--- src/spmc_map.svh ---
// Register map, field positions, reset values and timing constants of the power mode controller.
// Function
// - Two-bit mode field selects four power modes.
// - Port control bit 3 or PHY request powers down port.
// - Reset leaves mode field at normal.
// - Normal mode keeps clocks, PHY, MAC, host on.
// - From normal, any mode code write moves there.
// - Sleep after no energy beyond go-sleep time.
// - Low power keeps only receive energy detect.
// - Energy in low power returns to normal state.
// - Energy detect mode sends 120ns pulse each second.
// - Bit 2 disables PLL in energy detect mode.
// - Soft power down stops clocks, PHY, MAC; keeps registers.
// - Writing normal code leaves soft power down.
// - Power saving needs code 11, autoneg, no cable.
// - Power saving only turns receiver block off.
// - Power saving restores PHY on cable activity.
// - Power-down pin low powers down whole chip.
`ifndef SPMC_MAP_SVH
`define SPMC_MAP_SVH
`define SPMC_ADDR_P1_CTRL 8'h1D
`define SPMC_ADDR_P2_CTRL 8'h2D
`define SPMC_ADDR_MODE 8'hC3
`define SPMC_ADDR_SLEEP 8'hC4
`define SPMC_BIT_PORT_PD 3
`define SPMC_BIT_PLL_OFF 2
`define SPMC_MODE_LSB 0
`define SPMC_MODE_MSB 1
`define SPMC_RST_BYTE 8'h00
`define SPMC_PULSE_NS 120
`define SPMC_PULSE_PERIOD_NS 1000000000
`define SPMC_CLK_NS 100
`define SPMC_SLEEP_UNIT_NS 1000000
`endif

--- src/spmc_pkg.sv ---
// Types shared by the power mode controller.
`default_nettype none
package spmc_pkg;
    typedef enum logic [1:0] {
        SPMC_NORMAL,
        SPMC_ENERGY,
        SPMC_SOFT_PD,
        SPMC_SAVING
    } spmc_mode_e;
    typedef enum logic [1:0] {
        SPMC_EPS_AWAKE,
        SPMC_EPS_ASLEEP
    } spmc_eps_e;
endpackage
`default_nettype wire

--- src/spmc_switch_power_mode_controller.sv ---
// Power mode sequencer with its register slave, go-sleep timer and link pulse generator.
//
// Implementation choice: strobed register access.
`timescale 1ns/10ps
`default_nettype none
`include "spmc_map.svh"
module spmc_switch_power_mode_controller #(
    parameter int unsigned SLEEP_UNIT_CYC = (`SPMC_SLEEP_UNIT_NS + `SPMC_CLK_NS - 1) / `SPMC_CLK_NS,
    parameter int unsigned PULSE_PERIOD_CYC = `SPMC_PULSE_PERIOD_NS / `SPMC_CLK_NS
) (
    input wire logic sys_clk_i,
    input wire logic resetn_i,
    input wire logic [7:0] reg_addr_i,
    input wire logic [7:0] reg_wdata_i,
    input wire logic reg_wr_i,
    input wire logic reg_rd_i,
    output logic [7:0] reg_rdata_o,
    input wire logic chip_power_down_n_i,
    input wire logic [1:0] phy_mgmt_pd_i,
    input wire logic [1:0] cable_energy_i,
    input wire logic autoneg_en_i,
    output logic pll_clk_en_o,
    output logic mac_en_o,
    output logic host_if_en_o,
    output logic [1:0] phy_tx_en_o,
    output logic [1:0] phy_rx_en_o,
    output logic [1:0] energy_det_en_o,
    output logic link_pulse_o,
    output logic low_power_o
);
    // Pulse width rounds up so a pulse never runs shorter than required.
    localparam int unsigned PULSE_CYC = (`SPMC_PULSE_NS + `SPMC_CLK_NS - 1) / `SPMC_CLK_NS;
    localparam int unsigned PULSE_CYC_SAFE = (PULSE_CYC < 1) ? 1 : PULSE_CYC;

    // Energy pins are asynchronous, so three stages; a change counts when stages two and three agree.
    logic [1:0] en_s1_q, en_s2_q, en_s3_q, en_flt_q;
    logic pd_s1_q, pd_s2_q, pd_s3_q, pd_flt_q;
    logic [1:0] en_flt_d;
    logic pd_flt_d;
    always_comb begin
        en_flt_d = en_flt_q;
        for (int i = 0; i < 2; i++) begin
            if (en_s2_q[i] == en_s3_q[i]) begin
                en_flt_d[i] = en_s3_q[i];
            end
        end
        pd_flt_d = (pd_s2_q == pd_s3_q) ? pd_s3_q : pd_flt_q;
    end
    always_ff @(posedge sys_clk_i) begin
        if (!resetn_i) begin
            en_s1_q <= 2'h0;
            en_s2_q <= 2'h0;
            en_s3_q <= 2'h0;
            en_flt_q <= 2'h0;
            pd_s1_q <= 1'h1;
            pd_s2_q <= 1'h1;
            pd_s3_q <= 1'h1;
            pd_flt_q <= 1'h1;
        end else begin
            en_s1_q <= cable_energy_i;
            en_s2_q <= en_s1_q;
            en_s3_q <= en_s2_q;
            en_flt_q <= en_flt_d;
            pd_s1_q <= chip_power_down_n_i;
            pd_s2_q <= pd_s1_q;
            pd_s3_q <= pd_s2_q;
            pd_flt_q <= pd_flt_d;
        end
    end
    wire logic any_energy = |en_flt_q;

    // Register file; values survive every power mode, only reset clears them.
    logic [7:0] p1_q, p2_q, mode_q, sleep_q, rdata_q;
    logic [7:0] p1_d, p2_d, mode_d, sleep_d, rdata_d;
    always_comb begin
        p1_d = p1_q;
        p2_d = p2_q;
        mode_d = mode_q;
        sleep_d = sleep_q;
        rdata_d = 8'h00;
        if (reg_wr_i) begin
            if (reg_addr_i == `SPMC_ADDR_P1_CTRL) begin
                p1_d = reg_wdata_i;
            end else if (reg_addr_i == `SPMC_ADDR_P2_CTRL) begin
                p2_d = reg_wdata_i;
            end else if (reg_addr_i == `SPMC_ADDR_MODE) begin
                mode_d = reg_wdata_i;
            end else if (reg_addr_i == `SPMC_ADDR_SLEEP) begin
                sleep_d = reg_wdata_i;
            end
        end
        if (reg_rd_i) begin
            if (reg_addr_i == `SPMC_ADDR_P1_CTRL) begin
                rdata_d = p1_q;
            end else if (reg_addr_i == `SPMC_ADDR_P2_CTRL) begin
                rdata_d = p2_q;
            end else if (reg_addr_i == `SPMC_ADDR_MODE) begin
                rdata_d = {mode_q[7:3], mode_q[2:0]};
            end else if (reg_addr_i == `SPMC_ADDR_SLEEP) begin
                rdata_d = sleep_q;
            end else begin
                rdata_d = 8'h00;
            end
        end
    end
    always_ff @(posedge sys_clk_i) begin
        if (!resetn_i) begin
            p1_q <= `SPMC_RST_BYTE;
            p2_q <= `SPMC_RST_BYTE;
            mode_q <= `SPMC_RST_BYTE;
            sleep_q <= `SPMC_RST_BYTE;
            rdata_q <= 8'h00;
        end else begin
            p1_q <= p1_d;
            p2_q <= p2_d;
            mode_q <= mode_d;
            sleep_q <= sleep_d;
            rdata_q <= rdata_d;
        end
    end
    assign reg_rdata_o = rdata_q;
    // Read data stand for one cycle after the strobe and are zero otherwise, so several slaves can be ORed.
    property p_rdata_idle;
        @(posedge sys_clk_i) disable iff (!resetn_i) !reg_rd_i |=> (reg_rdata_o == 8'h00);
    endproperty
    a_rdata_idle: assert property (p_rdata_idle) else $error("read data left standing");
    property p_rdata_mode;
        @(posedge sys_clk_i) disable iff (!resetn_i) (reg_rd_i && reg_addr_i == `SPMC_ADDR_MODE) |=>
            (reg_rdata_o == $past(mode_q));
    endproperty
    a_rdata_mode: assert property (p_rdata_mode) else $error("mode byte read back wrong");
    // Stored bytes change only on a write, whatever power mode is active.
    property p_regs_hold;
        @(posedge sys_clk_i) disable iff (!resetn_i) !reg_wr_i |=>
            ($stable(mode_q) && $stable(sleep_q) && $stable(p1_q) && $stable(p2_q));
    endproperty
    a_regs_hold: assert property (p_regs_hold) else $error("register changed without a write");

    // The mode is decoded from the stored field, so it acts only once the write has landed.
    spmc_pkg::spmc_mode_e mode;
    assign mode = spmc_pkg::spmc_mode_e'(mode_q[`SPMC_MODE_MSB:`SPMC_MODE_LSB]);

    // Go-sleep timer: a prescaler of one unit and a unit count.
    // The count has a spare top bit, so an all-ones go-sleep byte cannot wrap and keep the block awake.
    spmc_pkg::spmc_eps_e eps_q, eps_d;
    logic [31:0] pre_q, pre_d;
    logic [8:0] units_q, units_d;
    always_comb begin
        eps_d = eps_q;
        pre_d = pre_q;
        units_d = units_q;
        if (mode != spmc_pkg::SPMC_ENERGY || any_energy) begin
            pre_d = 32'h0;
            units_d = 9'h000;
            eps_d = spmc_pkg::SPMC_EPS_AWAKE;
        end else begin
            case (eps_q)
                spmc_pkg::SPMC_EPS_AWAKE: begin
                    if (units_q > {1'b0, sleep_q}) begin
                        eps_d = spmc_pkg::SPMC_EPS_ASLEEP;
                    end else if (pre_q == SLEEP_UNIT_CYC - 1) begin
                        pre_d = 32'h0;
                        units_d = units_q + 9'h001;
                    end else begin
                        pre_d = pre_q + 32'h1;
                    end
                end
                default: begin
                    eps_d = spmc_pkg::SPMC_EPS_ASLEEP;
                end
            endcase
        end
    end
    always_ff @(posedge sys_clk_i) begin
        if (!resetn_i) begin
            eps_q <= spmc_pkg::SPMC_EPS_AWAKE;
            pre_q <= 32'h0;
            units_q <= 9'h000;
        end else begin
            eps_q <= eps_d;
            pre_q <= pre_d;
            units_q <= units_d;
        end
    end
    wire logic asleep = (eps_q == spmc_pkg::SPMC_EPS_ASLEEP);
    // Sleep may come only once the silence has outlasted the programmed go-sleep time.
    property p_sleep_early;
        @(posedge sys_clk_i) disable iff (!resetn_i) (!asleep && units_q <= {1'b0, sleep_q}) |=> !asleep;
    endproperty
    a_sleep_early: assert property (p_sleep_early) else $error("slept before the go-sleep time");
    property p_sleep_entry;
        @(posedge sys_clk_i) disable iff (!resetn_i)
            (mode == spmc_pkg::SPMC_ENERGY && !any_energy && !asleep && units_q > {1'b0, sleep_q}) |=> asleep;
    endproperty
    a_sleep_entry: assert property (p_sleep_entry) else $error("no sleep after the go-sleep time");

    // Link pulse generator for energy detect mode; period counter restarts on entry.
    logic [31:0] per_q, per_d;
    logic pulse_q, pulse_d;
    always_comb begin
        per_d = 32'h0;
        pulse_d = 1'b0;
        if (mode == spmc_pkg::SPMC_ENERGY && pd_flt_q) begin
            per_d = (per_q == PULSE_PERIOD_CYC - 1) ? 32'h0 : per_q + 32'h1;
            pulse_d = (per_q < PULSE_CYC_SAFE);
        end
    end
    always_ff @(posedge sys_clk_i) begin
        if (!resetn_i) begin
            per_q <= 32'h0;
            pulse_q <= 1'b0;
        end else begin
            per_q <= per_d;
            pulse_q <= pulse_d;
        end
    end
    assign link_pulse_o = pulse_q;

    // Block enables per mode; the hardware pin overrides everything.
    logic pll_d, mac_d, host_d, lowp_d;
    logic [1:0] tx_d, rx_d, ed_d, port_pd;
    logic pll_q, mac_q, host_q, lowp_q;
    logic [1:0] tx_q, rx_q, ed_q;
    assign port_pd = {p2_q[`SPMC_BIT_PORT_PD], p1_q[`SPMC_BIT_PORT_PD]} | phy_mgmt_pd_i;
    always_comb begin
        pll_d = 1'b1;
        mac_d = 1'b1;
        host_d = 1'b1;
        tx_d = 2'h3;
        rx_d = 2'h3;
        ed_d = 2'h3;
        lowp_d = 1'b0;
        case (mode)
            spmc_pkg::SPMC_ENERGY: begin
                pll_d = ~mode_q[`SPMC_BIT_PLL_OFF] & ~asleep;
                if (asleep) begin
                    mac_d = 1'b0;
                    host_d = 1'b0;
                    tx_d = 2'h0;
                    rx_d = 2'h0;
                    lowp_d = 1'b1;
                end
            end
            spmc_pkg::SPMC_SOFT_PD: begin
                pll_d = 1'b0;
                mac_d = 1'b0;
                tx_d = 2'h0;
                rx_d = 2'h0;
                ed_d = 2'h0;
                lowp_d = 1'b1;
            end
            spmc_pkg::SPMC_SAVING: begin
                if (autoneg_en_i) begin
                    rx_d = en_flt_q;
                end
            end
            default: begin
                pll_d = 1'b1;
            end
        endcase
        tx_d = tx_d & ~port_pd;
        rx_d = rx_d & ~port_pd;
        ed_d = ed_d & ~port_pd;
        if (!pd_flt_q) begin
            pll_d = 1'b0;
            mac_d = 1'b0;
            host_d = 1'b0;
            tx_d = 2'h0;
            rx_d = 2'h0;
            ed_d = 2'h0;
            lowp_d = 1'b1;
        end
    end
    always_ff @(posedge sys_clk_i) begin
        if (!resetn_i) begin
            pll_q <= 1'b1;
            mac_q <= 1'b1;
            host_q <= 1'b1;
            tx_q <= 2'h3;
            rx_q <= 2'h3;
            ed_q <= 2'h3;
            lowp_q <= 1'b0;
        end else begin
            pll_q <= pll_d;
            mac_q <= mac_d;
            host_q <= host_d;
            tx_q <= tx_d;
            rx_q <= rx_d;
            ed_q <= ed_d;
            lowp_q <= lowp_d;
        end
    end
    assign pll_clk_en_o = pll_q;
    assign mac_en_o = mac_q;
    assign host_if_en_o = host_q;
    assign phy_tx_en_o = tx_q;
    assign phy_rx_en_o = rx_q;
    assign energy_det_en_o = ed_q;
    assign low_power_o = lowp_q;

    // Checks on the sequencing outputs.
    property p_reset_normal;
        @(posedge sys_clk_i) !resetn_i |=> (mode_q[1:0] == 2'h0);
    endproperty
    a_reset_normal: assert property (p_reset_normal) else $error("mode not normal after reset");
    property p_soft_pd;
        @(posedge sys_clk_i) disable iff (!resetn_i) (mode == spmc_pkg::SPMC_SOFT_PD) |=>
            (!pll_q && !mac_q && tx_q == 2'h0);
    endproperty
    a_soft_pd: assert property (p_soft_pd) else $error("soft power down left blocks on");
    property p_normal_on;
        @(posedge sys_clk_i) disable iff (!resetn_i) (mode == spmc_pkg::SPMC_NORMAL && pd_flt_q) |=>
            (pll_q && mac_q && host_q);
    endproperty
    a_normal_on: assert property (p_normal_on) else $error("normal mode block off");
    property p_pin_pd;
        @(posedge sys_clk_i) disable iff (!resetn_i) !pd_flt_q |=> (!pll_q && !host_q && ed_q == 2'h0);
    endproperty
    a_pin_pd: assert property (p_pin_pd) else $error("pin power down ignored");
    property p_wake;
        @(posedge sys_clk_i) disable iff (!resetn_i) (asleep && any_energy) |=> !asleep ##1
            (!lowp_q || $past(mode) == spmc_pkg::SPMC_SOFT_PD || !$past(pd_flt_q));
    endproperty
    a_wake: assert property (p_wake) else $error("no wake on energy");
    property p_port_pd;
        @(posedge sys_clk_i) disable iff (!resetn_i) p1_q[`SPMC_BIT_PORT_PD] |=> !tx_q[0];
    endproperty
    a_port_pd: assert property (p_port_pd) else $error("port one not powered down");
    property p_saving_tx;
        @(posedge sys_clk_i) disable iff (!resetn_i)
            (mode == spmc_pkg::SPMC_SAVING && pd_flt_q && port_pd == 2'h0) |=> (tx_q == 2'h3 && mac_q);
    endproperty
    a_saving_tx: assert property (p_saving_tx) else $error("power saving stopped transmitter");
    // The 120 ns pulse takes two 100 ns cycles; a third high cycle in a row means a stretched pulse.
    property p_pulse_width;
        @(posedge sys_clk_i) disable iff (!resetn_i) (pulse_q && $past(pulse_q)) |-> !$past(pulse_q, 2);
    endproperty
    a_pulse_width: assert property (p_pulse_width) else $error("link pulse too wide");
    property p_sleep_restart;
        @(posedge sys_clk_i) disable iff (!resetn_i) any_energy |=> (units_q == 9'h000 && !asleep);
    endproperty
    a_sleep_restart: assert property (p_sleep_restart) else $error("sleep timer not restarted");
    property p_pulse_min;
        @(posedge sys_clk_i) disable iff (!resetn_i)
            ($rose(pulse_q) && mode == spmc_pkg::SPMC_ENERGY && pd_flt_q) |=> pulse_q;
    endproperty
    a_pulse_min: assert property (p_pulse_min) else $error("link pulse too narrow");
    property p_pulse_mode;
        @(posedge sys_clk_i) disable iff (!resetn_i) (mode != spmc_pkg::SPMC_ENERGY) |=> !pulse_q;
    endproperty
    a_pulse_mode: assert property (p_pulse_mode) else $error("link pulse outside energy detect");
    // Energy detect mode: only the receive energy detectors survive the low power state.
    property p_asleep_off;
        @(posedge sys_clk_i) disable iff (!resetn_i) (asleep && mode == spmc_pkg::SPMC_ENERGY && pd_flt_q) |=>
            (!pll_q && !mac_q && !host_q && tx_q == 2'h0 && rx_q == 2'h0 && ed_q == ~$past(port_pd));
    endproperty
    a_asleep_off: assert property (p_asleep_off) else $error("low power state left blocks on");
    property p_awake_on;
        @(posedge sys_clk_i) disable iff (!resetn_i)
            (mode == spmc_pkg::SPMC_ENERGY && !asleep && pd_flt_q && port_pd == 2'h0) |=>
            (tx_q == 2'h3 && rx_q == 2'h3 && mac_q);
    endproperty
    a_awake_on: assert property (p_awake_on) else $error("normal power state blocks off");
    property p_pll_bit;
        @(posedge sys_clk_i) disable iff (!resetn_i)
            (mode == spmc_pkg::SPMC_ENERGY && mode_q[`SPMC_BIT_PLL_OFF]) |=> !pll_q;
    endproperty
    a_pll_bit: assert property (p_pll_bit) else $error("PLL kept on despite disable bit");
    // Power saving and normal modes: the receivers follow the line only where the rules allow it.
    property p_saving_rx;
        @(posedge sys_clk_i) disable iff (!resetn_i)
            (mode == spmc_pkg::SPMC_SAVING && pd_flt_q && autoneg_en_i && port_pd == 2'h0) |=>
            (rx_q == $past(en_flt_q));
    endproperty
    a_saving_rx: assert property (p_saving_rx) else $error("receiver does not follow line energy");
    property p_normal_ports;
        @(posedge sys_clk_i) disable iff (!resetn_i)
            (mode == spmc_pkg::SPMC_NORMAL && pd_flt_q && port_pd == 2'h0) |=>
            (tx_q == 2'h3 && rx_q == 2'h3 && ed_q == 2'h3);
    endproperty
    a_normal_ports: assert property (p_normal_ports) else $error("normal mode port block off");
    property p_mgmt_pd;
        @(posedge sys_clk_i) disable iff (!resetn_i) phy_mgmt_pd_i[1] |=> (!tx_q[1] && !rx_q[1]);
    endproperty
    a_mgmt_pd: assert property (p_mgmt_pd) else $error("port two not powered down");
endmodule // spmc_switch_power_mode_controller
`default_nettype wire

--- config.mk ---
export PLATFORM = sky130hd
export DESIGN_NAME = spmc_switch_power_mode_controller
export DESIGN_NICKNAME = d
export VERILOG_FILES = /design/src/spmc_pkg.sv /design/src/spmc_switch_power_mode_controller.sv
export VERILOG_INCLUDE_DIRS = /design/src
export SDC_FILE = /design/constraint.sdc
export NUM_CORES = 1
export LEC_CHECK = 0
export BUFFER_PORTS_ARGS = -buffer_cell sky130_fd_sc_hd__buf_2
export CAP_MARGIN = 40
export CORE_ASPECT_RATIO = 0.5
export CORE_MARGIN = 1.5
export CORE_UTILIZATION = 30
export CTS_CLUSTER_SIZE = 12
export DETAILED_ROUTE_END_ITERATION = 7
export GPL_ROUTABILITY_DRIVEN = 0
export GPL_TIMING_DRIVEN = 0
export SYNTH_ARGS = -nofsm -noshare
export SYNTH_HDL_FRONTEND = slang
export SYNTH_SLANG_ARGS = --single-unit
--- constraint.sdc ---
create_clock -name sys_clk_i -period 3.5 [get_ports sys_clk_i]
set_clock_uncertainty 0.1 [all_clocks]
set_input_delay 0.35 -clock sys_clk_i [delete_from_list [all_inputs] [get_ports sys_clk_i]]
set_output_delay 0.35 -clock sys_clk_i [all_outputs]
set_load 0.01 [all_outputs]
==> results of run 1 <==
==> flip-flops by register name, indices dropped and copies added, names as in the netlist, 8 cells and up <==
signal / count
mode_q: 8
p1_q: 8
p2_q: 8
per_q: 32
pre_q: 32
reg_rdata_o: 8
sleep_q: 8
units_q: 9
==> per-layer routing <==
layer  global-route usage  up-vias
met5                    0        -
met4              0.04359        0
met3              0.02735       16
met2               0.2454      112
met1               0.1807     2588
li1                     -     2708
==> cell usage after synthesis, types with 2 or more instances <==
| master | count | share of area |
|---|---|---|
| nand3_1 | 36 | 0.029 |
| a21boi_0 | 11 | 0.013 |
| dfxtp_1 | 137 | 0.44 |
| clkbuf_1 | 26 | 0.016 |
| and2_1 | 10 | 0.010 |
| xor2_1 | 20 | 0.028 |
| mux2i_1 | 27 | 0.043 |
| nor2b_1 | 26 | 0.026 |
| o21ai_0 | 35 | 0.028 |
| xnor2_1 | 11 | 0.015 |
| nor4_2 | 3 | 0.0060 |
| or3_1 | 18 | 0.018 |
| nand2b_1 | 9 | 0.0090 |
| o31ai_1 | 10 | 0.012 |
| o211ai_1 | 4 | 0.0048 |
| and4_1 | 6 | 0.0084 |
| buf_2 | 10 | 0.0080 |
| or4_1 | 22 | 0.026 |
| a22oi_1 | 16 | 0.019 |
| a21o_1 | 3 | 0.0036 |
| ha_1 | 15 | 0.030 |
| nand3b_1 | 2 | 0.0024 |
| nor4_1 | 12 | 0.012 |
| a31oi_1 | 4 | 0.0040 |
| nand4_1 | 18 | 0.018 |
| nor4b_2 | 2 | 0.0048 |
| nor3_1 | 6 | 0.0048 |
| a21oi_1 | 51 | 0.041 |
| nand2_1 | 64 | 0.038 |
| and3_1 | 13 | 0.013 |
| nor2_1 | 53 | 0.032 |
| inv_1 | 16 | 0.0096 |
==> cell usage in the layout, fill, tap and decap left out, types with 10 or more instances in the layout <==
master       n
dfxtp_1    137
nand2_1     64
buf_2       54
nor2_1      53
a21oi_1     51
nand3_1     36
o21ai_0     35
mux2i_1     27
clkbuf_1    26
nor2b_1     26
or4_1       22
xor2_1      20
or3_1       18
nand4_1     18
clkbuf_16   17
inv_1       16
a22oi_1     16
ha_1        15
and3_1      13
nor4_1      12
a21boi_0    11
xnor2_1     11
o31ai_1     10
and2_1      10
==> where the power goes <==
part | total, W | internal, W | switching (W) | leakage (nW)
logic | 0.0000649 | 0.0000274 | 0.0000374 | 1.18
clock network | 0.00201 | 0.00128 | 0.000733 | 0.321
registers | 0.00157 | 0.00157 | 0.00000254 | 1.11
total | 0.00365 | 0.00288 | 0.000773 | 2.61
==> through the flow <==
step                total power, W  std cells  utilization  area, um^2
finish                    0.003650       1069       0.3665        7516
global route              0.003759       1068       0.3664        7513
CTS                       0.003682       1068       0.3664        7513
detailed placement        0.001670       1036       0.3340        6849
global placement          0.001669       1033       0.3326        6820
floorplan                 0.001634        716            -        6259
==> worst max-delay path, stage by stage, from the launching register on <==
cell and delay, ns:
dfxtp_1 0.37, inv_1 0.07, ha_1 0.31, nand3_1 0.10, o21bai_1 0.16, and4_1 0.17
buf_2 0.16, nor2_1 0.51, clkbuf_1 0.42, clkbuf_1 0.49, o21ai_0 0.18, a21oi_1 0.14
==> path summary, 6_finish.rpt <==
check / end
min: pd_s1_q
max: pre_q[25]
min reg2reg: pd_s2_q
max reg2reg: pre_q[25]
==> cell families (layout without fill, tap and decap cells) <==
logic type,count (synthesis),in the layout,synth area share
AO/OA/AOI/OAI,142,142,0.1371
flip-flops,137,137,0.4382
other,0,1,0
XOR/XNOR,31,31,0.04338
adder cells (fa/ha/maj),15,15,0.02999
multiplexers,28,28,0.04498
AND/OR/NAND/NOR,310,310,0.2725
buffers and inverters,53,132,0.03379
==> cell type report <==
type / instances / area, um^2
sequential: 137 / 2743
inverter: 16 / 60.06
antenna: 1 / 2.502
timing repair buffer: 47 / 249.0
fill: 2045 / 12990
clock inverter: 15 / 239.0
tap: 273 / 341.6
buffer: 37 / 151.4
clock buffer: 17 / 425.4
multi-input combinational: 526 / 3304
==> flow_summary.json, run 1 <==
{
  "reg2reg_depth": 11,
  "coreArea_um2": 20510,
  "wl_met2_mm": 7.196,
  "syn_area_um2": 6259,
  "placementRows": 37,
  "clockBufferDepth": 2,
  "final.min_clock_period_ns": 3.232,
  "status": "complete, but fails checks",
  "power.density_nw_per_um2": 485.6,
  "area_delta_synth_final_pct": 20.09,
  "ys.flop_type": "dfxtp_1",
  "layout.nets": 823,
  "wirelength_mm": 15.12,
  "setup_tns_ns": 0,
  "hold_buffers": 0,
  "criticalPathCategory": "reg2reg",
  "holdWs_ns": 0.02166,
  "crit_path_start": "sleep_q[4]",
  "worstPathArrival_ns": 3.49,
  "timing.final.ws_setup_ns": 0.2680,
  "ant_nets": 0,
  "drt-met1-wl_mm": 7.122,
  "min_path_cells": 2,
  "synth_edf_count": 0,
  "hold_viol_final": 0,
  "drtIter0Drc": 342,
  "worstMarginPinSlew_ns": 0.8518,
  "ir_worst_vdd_uv": 334.0,
  "viasPerCell": 5.074,
  "final-setup-viol-count": 0,
  "yosys_warnings": 0,
  "die_area_um2": 21790,
  "reg2reg_slack_ns": 0.27,
  "grt_start_max_net_pins": 17,
  "cts_tree": "done",
  "grt_pass1_vias": 5104,
  "fp.dieH_um": 105.1,
  "start_util": 0.3052,
  "hp-class": "in2reg",
  "final_layout_size_suffix_gt1_frac": 0.1245,
  "fmax_mhz": 309.4,
  "ys_seq_area_frac": 0.4382,
  "cp_max_fo": 10,
  "synth_cell_types": 52,
  "violations": "design-rule violations",
  "maxSlewHeadroom": 0.4269,
  "grt_pass1_wl_mm": 25.23,
  "ys_ff_latch": 137,
  "r2r_start": "sleep_q[4]",
  "hpwl_mm": 10.63,
  "worstHoldStart": "chip_power_down_n_i",
  "worstPathRequired_ns": 3.75,
  "numPortBuffers": 44,
  "first_pass_iters": 7,
  "die_x_um": 207.3,
  "wl_per_cell_um": 14.15,
  "clock_sinks": 137,
  "syn_avg_cell_area_um2": 8.741,
  "met3_length_um": 662,
  "min_period_over_period": 0.9234,
  "syn_nets": 757,
  "final_max_slew_viol_count": 0,
  "ctsResizeCount": 0,
  "clk-insertion-delay-late_ns": 0.43,
  "worstSetupEndpointType": "flop",
  "rsz0062_at_grt": "false",
  "post-cts-setup-buffers": 0,
  "htreeDepth": 4,
  "io_pins": 45,
  "cts_buffers": 17,
  "track_usage": 0.1424,
  "maxCapViolCount": 0,
  "synthArstFlopShare": 0,
  "routed.top_layer": "met4",
  "pre_cts_ws_ns": 0.2997,
  "synthCells": 716,
  "startpoint_type": "flop",
  "root_buffer": "clkbuf_16",
  "clk_pin_slew_ns": 0.06,
  "p_leak_nw": 2.609,
  "antenna_found_initial": 0,
  "grt_overflow": 0,
  "via_count": 5424,
  "route.detailed.drc": 2
}
No activity file was read; power rests on OpenSTA's default activity.
==> inputs of run 2 (changes only) <==
GPL_ROUTABILITY_DRIVEN = unset   (was 0)
PLACE_DENSITY_LB_ADDON = 0.25   (was unset)
==> run 2 against run 1 <==
The run now ends clean. Final cell count is essentially flat. Hold slack is essentially flat. Power shrank 7.9%. Setup slack gained 0.083 ns. Combinational power grew 2%. Sequential share of layout area grew 0.52 points. First-iteration DRC count shrank 14%. Critical path type unchanged.
==> flow_summary.json, run 2 (synthesis gave the netlist of run 1 again) <==
{
  "grt_pass1_wl_mm": 26.30,
  "post-cts-setup-buffers": 0,
  "route.detailed.drc": 0,
  "die_x_um": 207.3,
  "placementRows": 37,
  "reg_top3": "per_q: 32 flops, pre_q: 32 flops, units_q: 9 flops",
  "cp_top_family": "buffers and inverters",
  "first_pass_iters": 7,
  "final.min_clock_period_ns": 3.149,
  "maxCapViolCount": 0,
  "numPortBuffers": 44,
  "worstPathArrival_ns": 3.39,
  "hpwl_mm": 11.01,
  "track_usage": 0.1503,
  "start_util": 0.3052,
  "grt_overflow": 0,
  "cts_buffers": 17,
  "fmax_mhz": 317.6,
  "drtIter0Drc": 293,
  "startpoint_type": "flop",
  "r2r_end": "pre_q[25]",
  "grt_start_max_net_pins": 17,
  "n_fill_cell": 2116,
  "area_delta_synth_final_pct": 18.41,
  "ant_nets": 0,
  "htreeDepth": 4,
  "via_count": 5366,
  "globalplace.congestion": 0.8199,
  "power.density_nw_per_um2": 453.6,
  "viasPerCell": 5.024,
  "min_path_cells": 2,
  "clk-insertion-delay-late_ns": 0.42,
  "final_max_slew_viol_count": 0,
  "grt_pass1_vias": 5172,
  "crit_buf_inv": 4,
  "reg2reg_depth": 11,
  "p_switching_w": 0.0007661,
  "holdWs_ns": 0.02163,
  "worstPathRequired_ns": 3.74,
  "final_common_cell": "dfxtp_1",
  "sw_frac_of_total": 0.2279,
  "clockPowerShare": 0.513,
  "internal_power_w": 0.002596,
  "cp_slowest_cell": "clkbuf_1",
  "crit_path_cell_trace": "inv_1 -> ha_1 -> nand3_1 -> o21bai_1 -> and4_1 -> buf_2 -> nor2_2 -> clkbuf_1 -> clkbuf_1 -> o21ai_0 -> a21oi_1",
  "root_buffer": "clkbuf_16",
  "critical_path.most_common_cell": "clkbuf_1",
  "p_comb_frac": 0.020,
  "worstMarginPinSlew_ns": 0.8524,
  "p_leak_nw": 2.544,
  "worstSetupEndpointType": "flop",
  "cp_max_fo": 10,
  "reg2reg_slack_ns": 0.35,
  "io_pins": 45,
  "fp.dieH_um": 105.1,
  "max_stage_delay_ns": 0.50,
  "diodes": 0,
  "min_period_over_period": 0.8997,
  "r2r_start": "sleep_q[4]",
  "clock_sinks": 137,
  "coreArea_um2": 20510,
  "clockBufferDepth": 2,
  "final_layout_size_suffix_gt1_frac": 0.1245,
  "ir_worst_vdd_uv": 319.0,
  "die_area_um2": 21790,
  "rsz0062_at_grt": "false",
  "wirelength_mm": 15.70,
  "layout.nets": 823,
  "layout_common_cells": "137 x dfxtp_1, 64 x nand2_1, 55 x buf_2",
  "hold_path_end": "pd_s1_q",
  "final-setup-viol-count": 0,
  "status": "complete, no violations",
  "worstHoldStart": "chip_power_down_n_i",
  "clk_pin_slew_ns": 0.07,
  "antenna_found_initial": 0,
  "setup_tns_ns": 0,
  "hold_viol_final": 0,
  "hp-class": "in2reg",
  "criticalPathCategory": "reg2reg",
  "maxSlewHeadroom": 0.4265,
  "p_seq_frac": 0.467,
  "cts_tree": "done",
  "wl_per_cell_um": 14.70
}
[run 2: worst max-delay path by stage]
| stage | startpoint | to | slack (ns) | depth (start not counted) |
|---|---|---|---|---|
| 6_report | sleep_q[4] | pre_q[25] | 0.35 | 11 |
| 5_1_grt | sleep_q[6] | pre_q[12] | 0.07 | 11 |
| 4_1_cts | sleep_q[4] | pre_q[26] | 0.18 | 11 |
| 3_5_place_dp | sleep_q[4] | pre_q[25] | 0.21 | 11 |
| 3_3_place_gp | units_q[4] | pre_q[26] | 0.19 | 10 |
| 2_1_floorplan | sleep_q[6] | pre_q[22] | 0.89 | 10 |
[run 2: per-layer routing]
metal	track usage	vias to the layer above	wire [um]
met1	0.1900	2560	7665
li1	-	2713	-
met5	0	-	0
met2	0.2543	84	7383
met3	0.03577	9	544
met4	0.04569	0	104
[run 2: stage by stage]
step / area [um^2] / total power, W / utilization / instances / setup slack, ns
CTS: 7408 / 0.003401 / 0.3612 / 1068 / 0.1773
floorplan: 6259 / 0.001634 / - / 716 / 0.8913
global placement: 6820 / 0.001671 / 0.3326 / 1033 / 0.1919
finish: 7411 / 0.003362 / 0.3614 / 1068 / 0.3511
detailed placement: 6843 / 0.001672 / 0.3337 / 1036 / 0.2080
global route: 7411 / 0.003478 / 0.3614 / 1068 / 0.07005
[run 2: area by class of cell]
cell class / count / area (um^2) / share of cell area
Clock buffer: 19 / 442.9 / 0.05977
Inverter: 16 / 60.06 / 0.008104
Timing Repair Buffer: 47 / 242.7 / 0.03275
Sequential cell: 137 / 2743 / 0.3701
Tap cell: 273 / 341.6 / 0.04609
Clock inverter: 13 / 122.6 / 0.01655
Buffer: 37 / 151.4 / 0.02043
Multi-Input combinational cell: 526 / 3307 / 0.4462
[run 2: repair_timing]
action                                  4_1_cts  5_1_grt
endpoints found under the setup margin        0        8
hold buffers                                  0        0
gates resized for setup                       0        1
[run 2: power by group through the flow]
stage                     Combinational [W]  Sequential (W)  Clock, W
after floorplan                   0.0000269         0.00161         0
after global placement            0.0000656         0.00161         0
after detailed placement          0.0000662         0.00161         0
after CTS                         0.0000662         0.00157   0.00176
after global routing              0.0000721         0.00157   0.00184
final                             0.0000659         0.00157   0.00173
